### config.mk
export PLATFORM = sky130hd
export DESIGN_NAME = dcpr_readout
export DESIGN_NICKNAME = d
export VERILOG_FILES = /design/src/pkg/dcpr_pkg.sv /design/src/verilog/dcpr_readout.sv /design/src/verilog/dcpr_pattern_store.sv
export SDC_FILE = /design/constraint.sdc
export NUM_CORES = 1
export LEC_CHECK = 0
export CAP_MARGIN = 15
export CORE_AREA = 2 2 95 97
export DETAILED_ROUTE_END_ITERATION = 6
export DIE_AREA = 0 0 97 99
export DONT_BUFFER_PORTS = 1
export GPL_TIMING_DRIVEN = 0
export PLACE_DENSITY = 0.79
export RECOVER_POWER = 25
export SYNTH_ARGS = -nofsm -noshare
export SYNTH_HDL_FRONTEND = slang
export SYNTH_SLANG_ARGS = --single-unit
### constraint.sdc
create_clock -name clk_sys_i -period 10.05 [get_ports clk_sys_i]
set_input_delay 0 -clock clk_sys_i [delete_from_list [all_inputs] [get_ports clk_sys_i]]
set_output_delay 0 -clock clk_sys_i [all_outputs]
set_load 0.005 [all_outputs]
### src/pkg/dcpr_pkg.sv
/*
  constants, types and the rule summary for the calibration-pattern readout path.
  assumes one command clock shared by the command pins and all block logic.
*/
// Behaviour
// mode register set to register three with bit two high arms the pattern readout.
// controller idles and precharges every bank before the arming command.
// while armed, every read and auto-precharge read returns the selected pattern.
// while armed, controller sends only reads until a disarming mode register set.
// no power-down, self-refresh or non-read command while armed.
// the active-low reset pin still works while armed.
// with bit two low, reads and writes use the array, location bits ignored.
// one-bit stream; every bit of both byte lanes carries the pattern bit.
// controller drives column bits one and zero as 00 during pattern reads.
// eight-beat pattern reads need column bit two low; order is zero to seven.
// chopped reads give positions 0-3 for column bit two low, 4-7 when high.
// bank bits, column bits 9-3, auto-precharge bit and bit 11 are ignored.
// address bit twelve picks chop or full burst when on-the-fly is enabled.
// pattern reads use ordinary read latency, preamble and output timing.
// controller waits for delay-locked loop lock before pattern reads.
// burst position zero is the pattern's least significant bit, seven the most.
// location 00 returns 0,1,0,1,0,1,0,1, and 0,1,0,1 for either chopped half.
// controller selects only location 00; other locations are reserved.
// controller waits the pattern recovery time before reloading or disarming.
// once armed, any number of reads return the pattern without re-arming.
// controller waits command spacing and update delay after arm or disarm.
// the burst starts a read latency, additive plus cas latency, after the read.
package dcpr_pkg;

  // ************************************************************
  // command pins {cs_n, ras_n, cas_n, we_n}
  // ************************************************************
  localparam logic [3:0] CMD_READ = 4'h5;
  localparam logic [3:0] CMD_WRITE = 4'h4;
  localparam logic [3:0] CMD_MODE_SET = 4'h0;

  // ************************************************************
  // address and mode register fields
  // ************************************************************
  localparam int ADDR_W = 16;
  localparam int BA_W = 3;
  localparam logic [1:0] MR_SEL_THREE = 2'h3;
  localparam int ARM_BIT = 2;
  localparam int LOC_LSB = 0;
  localparam int LOC_W = 2;
  localparam int HALF_BIT = 2;
  localparam int CHOP_SELECT_BIT = 12;
  localparam logic ARMED_RESET = 1'h0;
  localparam logic [1:0] LOC_RESET = 2'h0;

  // mode_register_zero burst field
  localparam logic [1:0] BURST_FIXED_EIGHT = 2'h0;
  localparam logic [1:0] BURST_ON_THE_FLY = 2'h1;
  localparam logic [1:0] BURST_FIXED_CHOP = 2'h2;

  // ************************************************************
  // latency pipeline and burst timing
  // ************************************************************
  localparam int LAT_W = 4;
  localparam int RL_W = 5;
  localparam int LINE_DEPTH = 32;
  localparam int TAG_W = 4;
  localparam int TAG_VALID = 3;
  localparam int TAG_PAT = 2;
  localparam int TAG_CHOP = 1;
  localparam int TAG_HALF = 0;
  localparam logic [RL_W-1:0] LAUNCH_LEAD = 5'h2;
  localparam logic [RL_W-1:0] PREAMBLE_LEAD = 5'h3;
  localparam logic [1:0] EIGHT_LAST_CLK = 2'h3;
  localparam logic [1:0] CHOP_LAST_CLK = 2'h1;

  // ************************************************************
  // data lanes and pattern store
  // ************************************************************
  localparam int DQ_W = 16;
  localparam int PAT_W = 8;
  localparam int LOC_COUNT = 4;
  localparam logic [PAT_W-1:0] PATTERN_CAL = 8'haa;
  localparam logic [PAT_W-1:0] PATTERN_RESERVED = 8'h00;
  localparam logic [PAT_W-1:0] PATTERN_OUT_RESET = 8'h00;

  typedef enum logic [1:0] {
    DCPR_IDLE = 2'b01,
    DCPR_BURST = 2'b10
  } dcpr_state_t;

endpackage

### src/verilog/dcpr_readout.sv
/*
  read data path of the memory with the calibration-pattern readout mode.
  assumes command pins are sampled on the command clock, which is clk_sys_i,
  and that the array supplies rise and fall data in the cycles of a normal burst.
*/
module dcpr_readout (
  input wire logic clk_sys_i,
  input wire logic rst_i,
  input wire logic dram_reset_n_i,
  input wire logic cs_n_i,
  input wire logic ras_n_i,
  input wire logic cas_n_i,
  input wire logic we_n_i,
  input wire logic [dcpr_pkg::BA_W-1:0] ba_i,
  input wire logic [dcpr_pkg::ADDR_W-1:0] addr_i,
  input wire logic [dcpr_pkg::LAT_W-1:0] cas_latency_i,
  input wire logic [dcpr_pkg::LAT_W-1:0] additive_latency_i,
  input wire logic [1:0] burst_mode_i,
  input wire logic [dcpr_pkg::DQ_W-1:0] array_rise_i,
  input wire logic [dcpr_pkg::DQ_W-1:0] array_fall_i,
  output logic [dcpr_pkg::DQ_W-1:0] dq_rise_o,
  output logic [dcpr_pkg::DQ_W-1:0] dq_fall_o,
  output logic dq_oe_o,
  output logic dqs_oe_o,
  output logic array_read_o,
  output logic array_write_o,
  output logic pattern_armed_o,
  output logic [dcpr_pkg::LOC_W-1:0] pattern_loc_o
);
  import dcpr_pkg::*;

  function automatic logic cmd_match(input logic [3:0] pins, input logic [3:0] code);
    return pins == code;
  endfunction

  function automatic logic pick_bit(input logic [PAT_W-1:0] pat, input logic [2:0] pos);
    return pat[pos];
  endfunction

  // ************************************************************
  // reset pin synchroniser and command decode
  // ************************************************************
  logic rst_meta;
  logic rst_sync;
  always_ff @(posedge clk_sys_i) begin
    if (rst_i) begin
      rst_meta <= 1'h0;
      rst_sync <= 1'h0;
    end else begin
      rst_meta <= dram_reset_n_i;
      rst_sync <= rst_meta;
    end
  end

  wire [3:0] cmd_pins = {cs_n_i, ras_n_i, cas_n_i, we_n_i};
  wire live = rst_sync;
  wire rd_take = live & cmd_match(cmd_pins, CMD_READ);
  wire wr_take = live & cmd_match(cmd_pins, CMD_WRITE);
  wire mr3_take = live & cmd_match(cmd_pins, CMD_MODE_SET) & (ba_i[1:0] == MR_SEL_THREE);

  // ************************************************************
  // mode register three: arm bit and location select
  // ************************************************************
  logic armed;
  logic [LOC_W-1:0] loc;
  always_ff @(posedge clk_sys_i) begin
    if (rst_i || !rst_sync) begin
      armed <= ARMED_RESET;
      loc <= LOC_RESET;
    end else if (mr3_take) begin
      armed <= addr_i[ARM_BIT];
      loc <= addr_i[LOC_LSB +: LOC_W];
    end
  end

  logic [PAT_W-1:0] pattern;
  dcpr_pattern_store u_store (
    .clk_sys_i(clk_sys_i),
    .rst_i(rst_i),
    .loc_i(loc),
    .pattern_o(pattern)
  );

  // ************************************************************
  // read tag and latency line
  // ************************************************************
  // only bit twelve and bit two matter; bank and other column bits are dropped
  wire chop_req = (burst_mode_i == BURST_FIXED_CHOP)
    | ((burst_mode_i == BURST_ON_THE_FLY) & ~addr_i[CHOP_SELECT_BIT]);
  wire half_req = chop_req & addr_i[HALF_BIT];
  wire [TAG_W-1:0] next_tag = {rd_take, armed, chop_req, half_req};

  // a shift line, not a counter, so reads may follow one another while earlier
  // bursts are still waiting out their latency
  logic [LINE_DEPTH-1:0][TAG_W-1:0] line;
  always_ff @(posedge clk_sys_i) begin
    if (rst_i || !rst_sync) begin
      line <= '0;
    end else begin
      line <= {line[LINE_DEPTH-2:0], next_tag};
    end
  end

  wire [RL_W-1:0] rl = RL_W'(additive_latency_i) + RL_W'(cas_latency_i);
  wire [TAG_W-1:0] launch_tag = line[rl - LAUNCH_LEAD];
  wire [TAG_W-1:0] pre_tag = line[rl - PREAMBLE_LEAD];
  wire launch = launch_tag[TAG_VALID];

  // ************************************************************
  // burst engine
  // ************************************************************
  dcpr_state_t state;
  logic [1:0] beat;
  logic cur_pat;
  logic cur_chop;
  logic cur_half;

  wire last = (beat == (cur_chop ? CHOP_LAST_CLK : EIGHT_LAST_CLK));
  wire next_active = launch | ((state == DCPR_BURST) & ~last);
  wire [1:0] next_beat = launch ? 2'h0 : beat + 2'h1;
  wire next_pat = launch ? launch_tag[TAG_PAT] : cur_pat;
  wire next_chop = launch ? launch_tag[TAG_CHOP] : cur_chop;
  wire next_half = launch ? launch_tag[TAG_HALF] : cur_half;
  // position zero goes out first on the rising edge, as the low bit
  wire [2:0] pos_rise = {next_half | next_beat[1], next_beat[0], 1'b0};
  wire [2:0] pos_fall = {next_half | next_beat[1], next_beat[0], 1'b1};
  wire bit_rise = pick_bit(pattern, pos_rise);
  wire bit_fall = pick_bit(pattern, pos_fall);
  wire [DQ_W-1:0] next_rise = next_pat ? {DQ_W{bit_rise}} : array_rise_i;
  wire [DQ_W-1:0] next_fall = next_pat ? {DQ_W{bit_fall}} : array_fall_i;

  always_ff @(posedge clk_sys_i) begin
    if (rst_i || !rst_sync) begin
      state <= DCPR_IDLE;
      beat <= 2'h0;
      cur_pat <= 1'h0;
      cur_chop <= 1'h0;
      cur_half <= 1'h0;
    end else begin
      state <= next_active ? DCPR_BURST : DCPR_IDLE;
      beat <= next_beat;
      cur_pat <= next_pat;
      cur_chop <= next_chop;
      cur_half <= next_half;
    end
  end

  // ************************************************************
  // registered outputs
  // ************************************************************
  always_ff @(posedge clk_sys_i) begin
    if (rst_i || !rst_sync) begin
      dq_rise_o <= '0;
      dq_fall_o <= '0;
      dq_oe_o <= 1'h0;
      dqs_oe_o <= 1'h0;
      array_read_o <= 1'h0;
      array_write_o <= 1'h0;
    end else begin
      dq_rise_o <= next_active ? next_rise : '0;
      dq_fall_o <= next_active ? next_fall : '0;
      dq_oe_o <= next_active;
      dqs_oe_o <= next_active | pre_tag[TAG_VALID];
      array_read_o <= rd_take & ~armed;
      array_write_o <= wr_take & ~armed;
    end
  end

  assign pattern_armed_o = armed;
  assign pattern_loc_o = loc;
endmodule

### src/verilog/dcpr_pattern_store.sv
/*
  calibration pattern store: four locations of eight burst bits, read data registered.
  assumes the location select changes only between bursts.
*/
module dcpr_pattern_store (
  input wire logic clk_sys_i,
  input wire logic rst_i,
  input wire logic [dcpr_pkg::LOC_W-1:0] loc_i,
  output logic [dcpr_pkg::PAT_W-1:0] pattern_o
);
  import dcpr_pkg::*;

  // ************************************************************
  // contents
  // ************************************************************
  // only location 00 is defined; reserved ones read a fixed filler
  logic [PAT_W-1:0] store [LOC_COUNT];
  assign store[0] = PATTERN_CAL;
  assign store[1] = PATTERN_RESERVED;
  assign store[2] = PATTERN_RESERVED;
  assign store[3] = PATTERN_RESERVED;

  always_ff @(posedge clk_sys_i) begin
    if (rst_i) begin
      pattern_o <= PATTERN_OUT_RESET;
    end else begin
      pattern_o <= store[loc_i];
    end
  end

endmodule

==> results of run 1 <==
## cell usage in the layout (no fill, tap or decap), types with 2 or more instances in the layout
master,count
xor2_1,3
bufinv_16,2
nor2b_1,4
mux2i_1,17
inv_1,7
and2_2,5
inv_6,4
clkbuf_16,16
a2bb2o_1,15
ha_1,7
mux4_2,32
inv_8,4
buf_2,4
dfxtp_1,143
xnor2_2,2
nand3b_1,3
nand3_1,2
o21ai_0,2
and2_1,109
nor2_1,11
buf_6,5
xnor2_1,3
clkbuf_1,13
nor3_1,9
nand2_1,9
a211oi_1,2
clkinv_4,3
a21oi_1,2
buf_4,3
dlygate4sd3_1,48
mux2_2,2
## sequential cells by signal, indices dropped and copies added (netlist names)
signal,count
pattern_loc_o,2
dq_fall_o,16
beat,2
live,1
dqs_oe_o,1
u_store.pattern_o,1
dq_rise_o,16
rst_meta,1
cur_chop,1
cur_pat,1
state,2
array_write_o,1
pattern_armed_o,1
array_read_o,1
line,96
## power by group
group / total [W] / internal [W] / switching (W)
Clock: 0.000641 / 0.000366 / 0.000275
Sequential: 0.000568 / 0.000567 / 0.000000789
Combinational: 0.000133 / 0.0000604 / 0.0000728
Total: 0.00134 / 0.000994 / 0.000349
## cell families after synthesis
kind of cell,after synthesis
AO/OA/AOI/OAI,33
adder cells (fa/ha/maj),8
flip-flops,143
XOR/XNOR,11
AND/OR/NAND/NOR,157
multiplexers,53
buffers and inverters,33
## worst paths after layout
kind / endpoint / slack, ns / depth (start not counted)
worst min-delay path: pattern_armed_o / 0.08 / 3
worst max register to register: dq_fall_o[1] / 7.36 / 8
worst min register to register: line[65] / 0.45 / 1
worst max-delay path: dq_fall_o[1] / 6.45 / 16
## critical path, cell delays in order
cell	delay, ns
ha_1	0.15
inv_1	0.05
fa_1	0.42
xnor2_2	0.34
inv_1	0.12
ha_1	0.29
buf_2	0.21
buf_2	0.34
mux4_2	0.37
mux2i_1	0.21
nor2_1	0.08
mux2i_1	0.42
nand2_2	0.19
a211oi_4	0.47
buf_6	0.20
a2bb2o_1	0.19
## repair_timing
item | in CTS | in global routing
endpoints found under the hold margin | 42 | 0
hold buffers | 48 | 0
buffers inserted | 0 | 0
## routing by layer
layer	routed length, um	vias up
met5	0	-
met4	478	0
met3	1104	43
met2	6547	211
met1	5607	1832
li1	-	1649
## metrics by stage
step                hold WS [ns]  instances
finish                   0.08101        626
floorplan                0.07108        438
CTS                      0.02336        626
detailed placement       0.07399        546
global route              0.1135        626
global placement         0.07500        546
## final cells by class
type	instances	area (um2)	share of cell area, %
inverters	7	26.28	0.3911
clock buffers	17	414.1	6.164
multi-input cells	262	2459	36.59
well taps	108	135.1	2.011
repair buffers	48	480.5	7.151
clock inverters	15	190.2	2.831
plain buffers	26	151.4	2.253
flip-flops and latches	143	2863	42.61
==> results.cfg, run 1 <==
[cells_and_area]
areaGrowthSynthToFinish_pct = 22.18
final_area_um2 = 6719
fillCellCount = 449
drive_above_1_share_pct = 18.53
final_nets = 581
fin_util_pct = 78.58
antenna_cells = 0

[hold_path]
hp-class = in2reg
min_from = rst_i

[power]
vdd_drop_max_v = 0.0001495
leakagePower_nw = 2.783
power.density_nw_per_um2 = 199.9
p_total_w = 0.001343

[setup_path]
cp.required_ns = 10.51
cp.arrival_ns = 4.06
path_max_fanout = 10
startpoint = cas_latency_i[0]
worstSetupEndpointType = flip-flop
start_kind = primary input
path_class = in2reg
r2r-start = line[127]

[yosys]
async_reset_ff_share_pct = 0
synth_compound_area_share_pct = 5.961
synth.most_common_cell = dfxtp_1
synth_top_cell_area_share_pct = 52.06
synth_seq_area_share_pct = 52.06
yosys.area_share.simple_pct = 16.97
synth_mux_area_share_pct = 17.13
yosysTopAreaCell = dfxtp_1
synth-edff-count = 0
synth-xor-area-share_pct = 2.685
synth_seq_cells = 143
syn_avg_cell_area_um2 = 12.55
syn_nets = 514
synth_common_cells = dfxtp_1, and2_1, mux4_2
synth_adder_area_share_pct = 1.957
synth_top_family_by_area = multiplexers
synthCells = 438
synth.distinct_cells = 49
dominantRegCellSynth = dfxtp_1
ys_warn_count = 0
synth.area.top_cells = dfxtp_1, mux4_2, and2_1
syn_area_um2 = 5499

[place]
post-place-ws_ns = 6.225
portBuffers = 0
dp_hpwl_mm = 7.199
place_area_um2 = 5634
place.gp.congestion = 0.7981

[grt]
use_met1_pct = 37.25
use_met2_pct = 48.99
grt_pass1_wl_mm = 22.21
grt_usage_pct = 30.10
antenna_found_initial = 0
grt-busiest-layer = met2
grt_pass1_vias = 4059
grt_max_degree = 17
gr-total-overflow = 0
gr-usage-met3_pct = 8.936

[detailed_routing]
via_count = 3735
wire_per_inst_um = 21.94
vias_per_cell = 5.966
drtPass1Iterations = 4
ant_nets = 0
drc = 0
drt_iter0_markers = 222
routed_wl_mm = 13.74

[die]
rows = 34
ios = 107
start_util_pct = 64.31
core-area_um2 = 8551
die-area_um2 = 9603
die_w_um = 97
die_h_um = 99

[run]
cap_violations = 0

[sta]
clock.fmax_mhz = 277.8
worstMarginPinSlew_ns = 0.8217
setup_violations = 0
fin_crit_sh_pct = 35.82
final.setup.tns_ns = 0
slew_headroom_pct = 45.11
period_needed_ns = 3.600
final-max-slew-violation-count = 0
skew_ns = 0.01454
rsz0062_at_grt = no
fin_ws_ns = 6.450
hold_viol = 0

[clock_tree]
clock_latency_ns = 0.52
cts.path.max_buffers = 2
cts_resized = 0
numCtsBuffers = 17
cts-root-buf = clkbuf_8
h-tree-depth = 4
clk_pin_slew_ns = 0.07
clkSinkCount = 143
cts_tree = yes

[status]
status = complete, no violations
Note: power is estimated with default switching activity, not from simulation.
==> run 2: changes to the inputs <==
Settings changed: CORE_AREA 2 2 95 97 to 2 2 98 100, DIE_AREA 0 0 97 99 to 0 0 100 102, PLACE_DENSITY 0.79 to 0.75.
Clock period 10.05 ns to 3.5 ns, I/O delays scaled along.
==> run 2 against run 1 <==
Design area increased by 0.60%. Clock skew fell by 0.00076 ns. Cell count is 0.32% higher. Die area grew 6.2%. Core utilization is 4.4 points lower. Clock power grew to 2.9 times the previous value. Hold slack better by 0.0023 ns. Sequential share of layout area is 0.25 points lower. Register-to-register slack got worse by 6.4 ns. Critical path type unchanged.
==> results.cfg, run 2 (synthesis gave the netlist of run 1 again) <==
[sta]
fin_ws_ns = 0.1766
period_needed_ns = 3.323
worstMarginPinSlew_ns = 0.7758
skew_ns = 0.01379
slew_headroom_pct = 48.17
setup_violations = 0
timing.hold.ws_ns = 0.08332
hold_viol = 0
clock.fmax_mhz = 300.9
rsz0062_at_grt = no
final-max-slew-violation-count = 0
fin_crit_sh_pct = 94.95

[run]
cap_violations = 0

[cells_and_area]
fin_util_pct = 74.20
areaGrowthSynthToFinish_pct = 22.91
regMostFlops = line
final_cells = 628
layout_commonest_cell = dfxtp_1
mostFrequentLayoutCells = dfxtp_1, and2_1, dlygate4sd3_1
largestRegisters = line x96, dq_fall_o x16, dq_rise_o x16
antenna_cells = 0
drive_above_1_share_pct = 18.57
largest_reg_flops = 96
final_nets = 581

[setup_path]
cp.arrival_ns = 3.72
start_kind = primary input
path_class = in2reg
rr_worst_depth = 5
cp.required_ns = 3.90
r2r_slack_ns = 0.99
r2r_end = array_write_o
r2r-start = live
worstSetupEndpointType = flip-flop
path_max_fanout = 10

[die]
rows = 35
ios = 107
core-area_um2 = 9109
start_util_pct = 60.37
die_h_um = 102
die_w_um = 100
die-area_um2 = 10200

[place]
dp_hpwl_mm = 7.356
portBuffers = 0
place.gp.congestion = 0.8122
dp_cells = 549
post-place-ws_ns = -0.3256

[grt]
grt_max_degree = 17
grt_usage_pct = 26.13
gr-total-overflow = 0
grt_pass1_vias = 3749
grt_pass1_wl_mm = 19.97
antenna_found_initial = 0

[power]
p_comb_share_pct = 9.7
leakagePower_nw = 2.794
vdd_drop_max_v = 0.0002854
p_sw_share_pct = 22.98
sequentialPowerShare_pct = 41.8
p_total_w = 0.003902
p_int_w = 0.003005
power.density_nw_per_um2 = 577.4
clkPwrFrac_pct = 48.5
p_switching_w = 0.0008970

[clock_tree]
clock_latency_ns = 0.52
h-tree-depth = 4
numCtsBuffers = 17
cts.path.max_buffers = 2
clkSinkCount = 143
cts_setup_buffers = 0
cts_tree = yes
cts-root-buf = clkbuf_8
clk_pin_slew_ns = 0.06

[detailed_routing]
vias_per_cell = 5.713
drtPass1Iterations = 4
drt_iter0_markers = 182
via_count = 3588
ant_nets = 0
routed_wl_mm = 12.67
wire_per_inst_um = 20.17
drc = 0

[hold_path]
min_path_cells = 3
hold_path_end = line[49]
hp-class = in2reg
min_from = rst_i

[status]
status = complete, no violations
[run 2: cell count changes in the layout (fill, tap and decap cells not counted), sizes merged]
cell,delta
bufinv,+2
clkbuf,+2
clkinv,+1
inv,-6
[run 2: what timing repair did]
item                                    in CTS  in global routing
resized for setup                            0                  2
hold buffers                                48                  0
hold endpoints to repair                    42                  0
endpoints found under the setup margin       0                 30
[run 2: critical path, stage by stage]
cell      delay [ns]
ha_1            0.14
inv_1           0.05
fa_1            0.49
xnor2_4         0.26
inv_1           0.10
ha_1            0.28
buf_2           0.21
buf_2           0.33
mux4_2          0.35
mux2i_1         0.19
nor2_1          0.08
mux2i_2         0.29
nand3b_1        0.22
o211ai_4        0.20
buf_6           0.19
a2bb2o_1        0.32
[run 2: worst max-delay path by stage]
stage	slack, ns	to	from	depth (start not counted)
final	0.18	dq_fall_o[12]	cas_latency_i[0]	16
after global routing	0.007	dq_rise_o[6]	cas_latency_i[0]	16
after CTS	0.13	dq_rise_o[1]	cas_latency_i[0]	16
after detailed placement	-0.33	dq_rise_o[1]	cas_latency_i[0]	16
after global placement	-0.22	dq_fall_o[12]	cas_latency_i[0]	16
after floorplan	0.27	dq_fall_o[11]	cas_latency_i[0]	16
[run 2: cell type report]
cell class / count / area, um2
Buffer: 26 / 151.4
Multi-Input combinational cell: 262 / 2474
Fill cell: 556 / 2350
Inverter: 7 / 26.28
Clock buffer: 19 / 441.7
Sequential cell: 143 / 2863
Timing Repair Buffer: 48 / 480.5
Clock inverter: 12 / 183.9
Tap cell: 111 / 138.9
[run 2: power groups by stage]
stage | Clock (W) | Combinational (W) | Sequential (W)
CTS | 0.00190 | 0.000370 | 0.00163
finish | 0.00189 | 0.000377 | 0.00163
detailed placement | 0 | 0.000327 | 0.00167
global route | 0.00198 | 0.000404 | 0.00163
global placement | 0 | 0.000321 | 0.00167
floorplan | 0 | 0.000257 | 0.00167
[run 2: metal layers]
layer  global-route usage [%]  share of wire [%]
met1                    31.75                 43
met4                    12.54                2.5
met3                    8.618                6.6
met5                        0                  0
met2                    42.41                 47
[run 2: through the flow]
step                      area [um2]  setup TNS, ns
after floorplan                 5499              0
after global placement          5638         -5.980
after detailed placement        5638         -9.522
after CTS                       6744              0
after global routing            6759              0
final                           6759              0
==> run 3: changes to the inputs <==
Settings changed: CELL_PAD_IN_SITES_DETAIL_PLACEMENT set to 1, CELL_PAD_IN_SITES_GLOBAL_PLACEMENT set to 1, CORE_AREA 2 2 98 100 to 2 2 108 110, DIE_AREA 0 0 100 102 to 0 0 110 112, PLACE_DENSITY 0.75 to 0.76.
==> run 3 against run 2 <==
Critical endpoint is now dq_fall_o[5]. Non-clock buffer count is 1 higher. Clock skew fell by 0.0042 ns. Total power down 0.66%. Combinational power grew 4%. Largest cell class unchanged.
==> results.cfg, run 3 (synthesis gave the netlist of run 1 again) <==
[detailed_routing]
ant_nets = 0
vias_per_cell = 5.467
wire_per_inst_um = 21.98
drt_iter0_markers = 185
drc = 0
via_count = 3614
routed_wl_mm = 14.53
wl_met3_um = 874
wl_met2_mm = 7.201
met1_length_mm = 6.098
highest_layer = met4
drtPass1Iterations = 4

[die]
die_h_um = 112
core-area_um2 = 11170
die_w_um = 110
die-area_um2 = 12320
start_util_pct = 49.21
rows = 39
ios = 107

[hold_path]
hp-class = in2reg
min_from = rst_i
min_path_cells = 3
hold_path_end = line[71]

[power]
leakagePower_nw = 2.787
p_total_w = 0.003877
power.density_nw_per_um2 = 569.7
vdd_drop_max_v = 0.0003274

[place]
portBuffers = 0
place_area_um2 = 5678
dp_hpwl_mm = 8.167
place.gp.congestion = 0.7512

[status]
status = complete, no violations

[setup_path]
path_class = in2reg
worstSetupEndpointType = flip-flop
r2r_slack_ns = 0.78
cp.required_ns = 3.80
cp.arrival_ns = 3.61
r2r_end = array_write_o
path_max_fanout = 10
start_kind = primary input
rr_worst_depth = 5
r2r-start = live

[clock_tree]
clk_pin_slew_ns = 0.06
cts.path.max_buffers = 2
cts_tree = yes
numCtsBuffers = 17
clkSinkCount = 143
h-tree-depth = 4
clock_latency_ns = 0.43
cts-root-buf = clkbuf_16

[cells_and_area]
largestRegisters = line x96, dq_fall_o x16, dq_rise_o x16
regMostFlops = line
drive_above_1_share_pct = 18.73
final_area_um2 = 6804
areaGrowthSynthToFinish_pct = 23.73
layout_commonest_cell = dfxtp_1
final_nets = 582
fillCellCount = 1068
seq_area_um2 = 2863
multiInputGateArea_um2 = 2491
antenna_cells = 0
largest_reg_flops = 96
mostFrequentLayoutCells = dfxtp_1, and2_1, dlygate4sd3_1

[sta]
clock.fmax_mhz = 302.0
setup_violations = 0
worstMarginPinSlew_ns = 0.7735
final.setup.tns_ns = 0
final-max-slew-violation-count = 0
rsz0062_at_grt = no
skew_ns = 0.009623
timing.hold.ws_ns = 0.1815
fin_crit_sh_pct = 94.59
period_needed_ns = 3.311
slew_headroom_pct = 48.33
hold_viol = 0

[grt]
antenna_found_initial = 0
grt_pass1_wl_mm = 22.51
grt_usage_pct = 24.91
gr-total-overflow = 0
grt_max_degree = 17
grt_pass1_vias = 4078

[run]
cap_violations = 0
-- run 3: what timing repair did --
action	4_1_cts	5_1_grt
resized for setup	0	5
endpoints found under the setup margin	0	32
buffers inserted	0	1
endpoints found under the hold margin	42	0
hold buffers	48	0
-- run 3: cell type report --
| cell class | instances | share of cell area [%] |
|---|---|---|
| Buffer | 26 | 2.262 |
| Clock inverter | 13 | 2.409 |
| Tap cell | 143 | 2.630 |
| Clock buffer | 18 | 6.455 |
| Timing Repair Buffer | 49 | 7.172 |
| Sequential cell | 143 | 42.07 |
| Inverter | 7 | 0.3862 |
| Multi-Input combinational cell | 262 | 36.61 |
-- run 3: per-layer routing --
metal | vias up | global-route usage, %
met2 | 135 | 42.70
li1 | 1647 | -
met4 | 0 | 9.030
met1 | 1798 | 29.21
met3 | 34 | 7.260
met5 | - | 0
-- run 3: metrics by stage --
step                util, %  cells  setup slack [ns]
floorplan                 -    438            0.2707
global placement      50.81    581           -0.2580
detailed placement    50.81    581           -0.3272
CTS                   60.51    660           0.08028
global route          60.89    661           0.06187
finish                60.89    661            0.1893
-- run 3: worst max-delay path by stage --
stage / start / endpoint / slack, ns / cells after the start
finish: cas_latency_i[0] / dq_fall_o[5] / 0.19 / 17
floorplan: cas_latency_i[0] / dq_fall_o[11] / 0.27 / 16
global placement: cas_latency_i[0] / dq_fall_o[9] / -0.26 / 16
CTS: cas_latency_i[0] / dq_fall_o[9] / 0.08 / 16
detailed placement: cas_latency_i[0] / dq_fall_o[9] / -0.33 / 16
global route: cas_latency_i[0] / dq_fall_o[5] / 0.06 / 17
-- run 3: critical path, stage by stage --
cell and delay [ns]:
ha_1 0.14, inv_1 0.05, fa_1 0.52, buf_4 0.22, inv_1 0.11, ha_1 0.28, buf_2 0.23, clkbuf_4 0.29
mux4_2 0.31, mux2i_1 0.17, nor2_1 0.10, mux2i_4 0.25, and3_1 0.28, a211oi_4 0.06, buf_4 0.17, buf_6 0.14
a2bb2o_1 0.30
-- run 3: power by group --
part           switching (W)  internal [W]
Combinational       0.000213      0.000178
Sequential        0.00000200       0.00163
Clock               0.000717       0.00114
Total               0.000931       0.00295
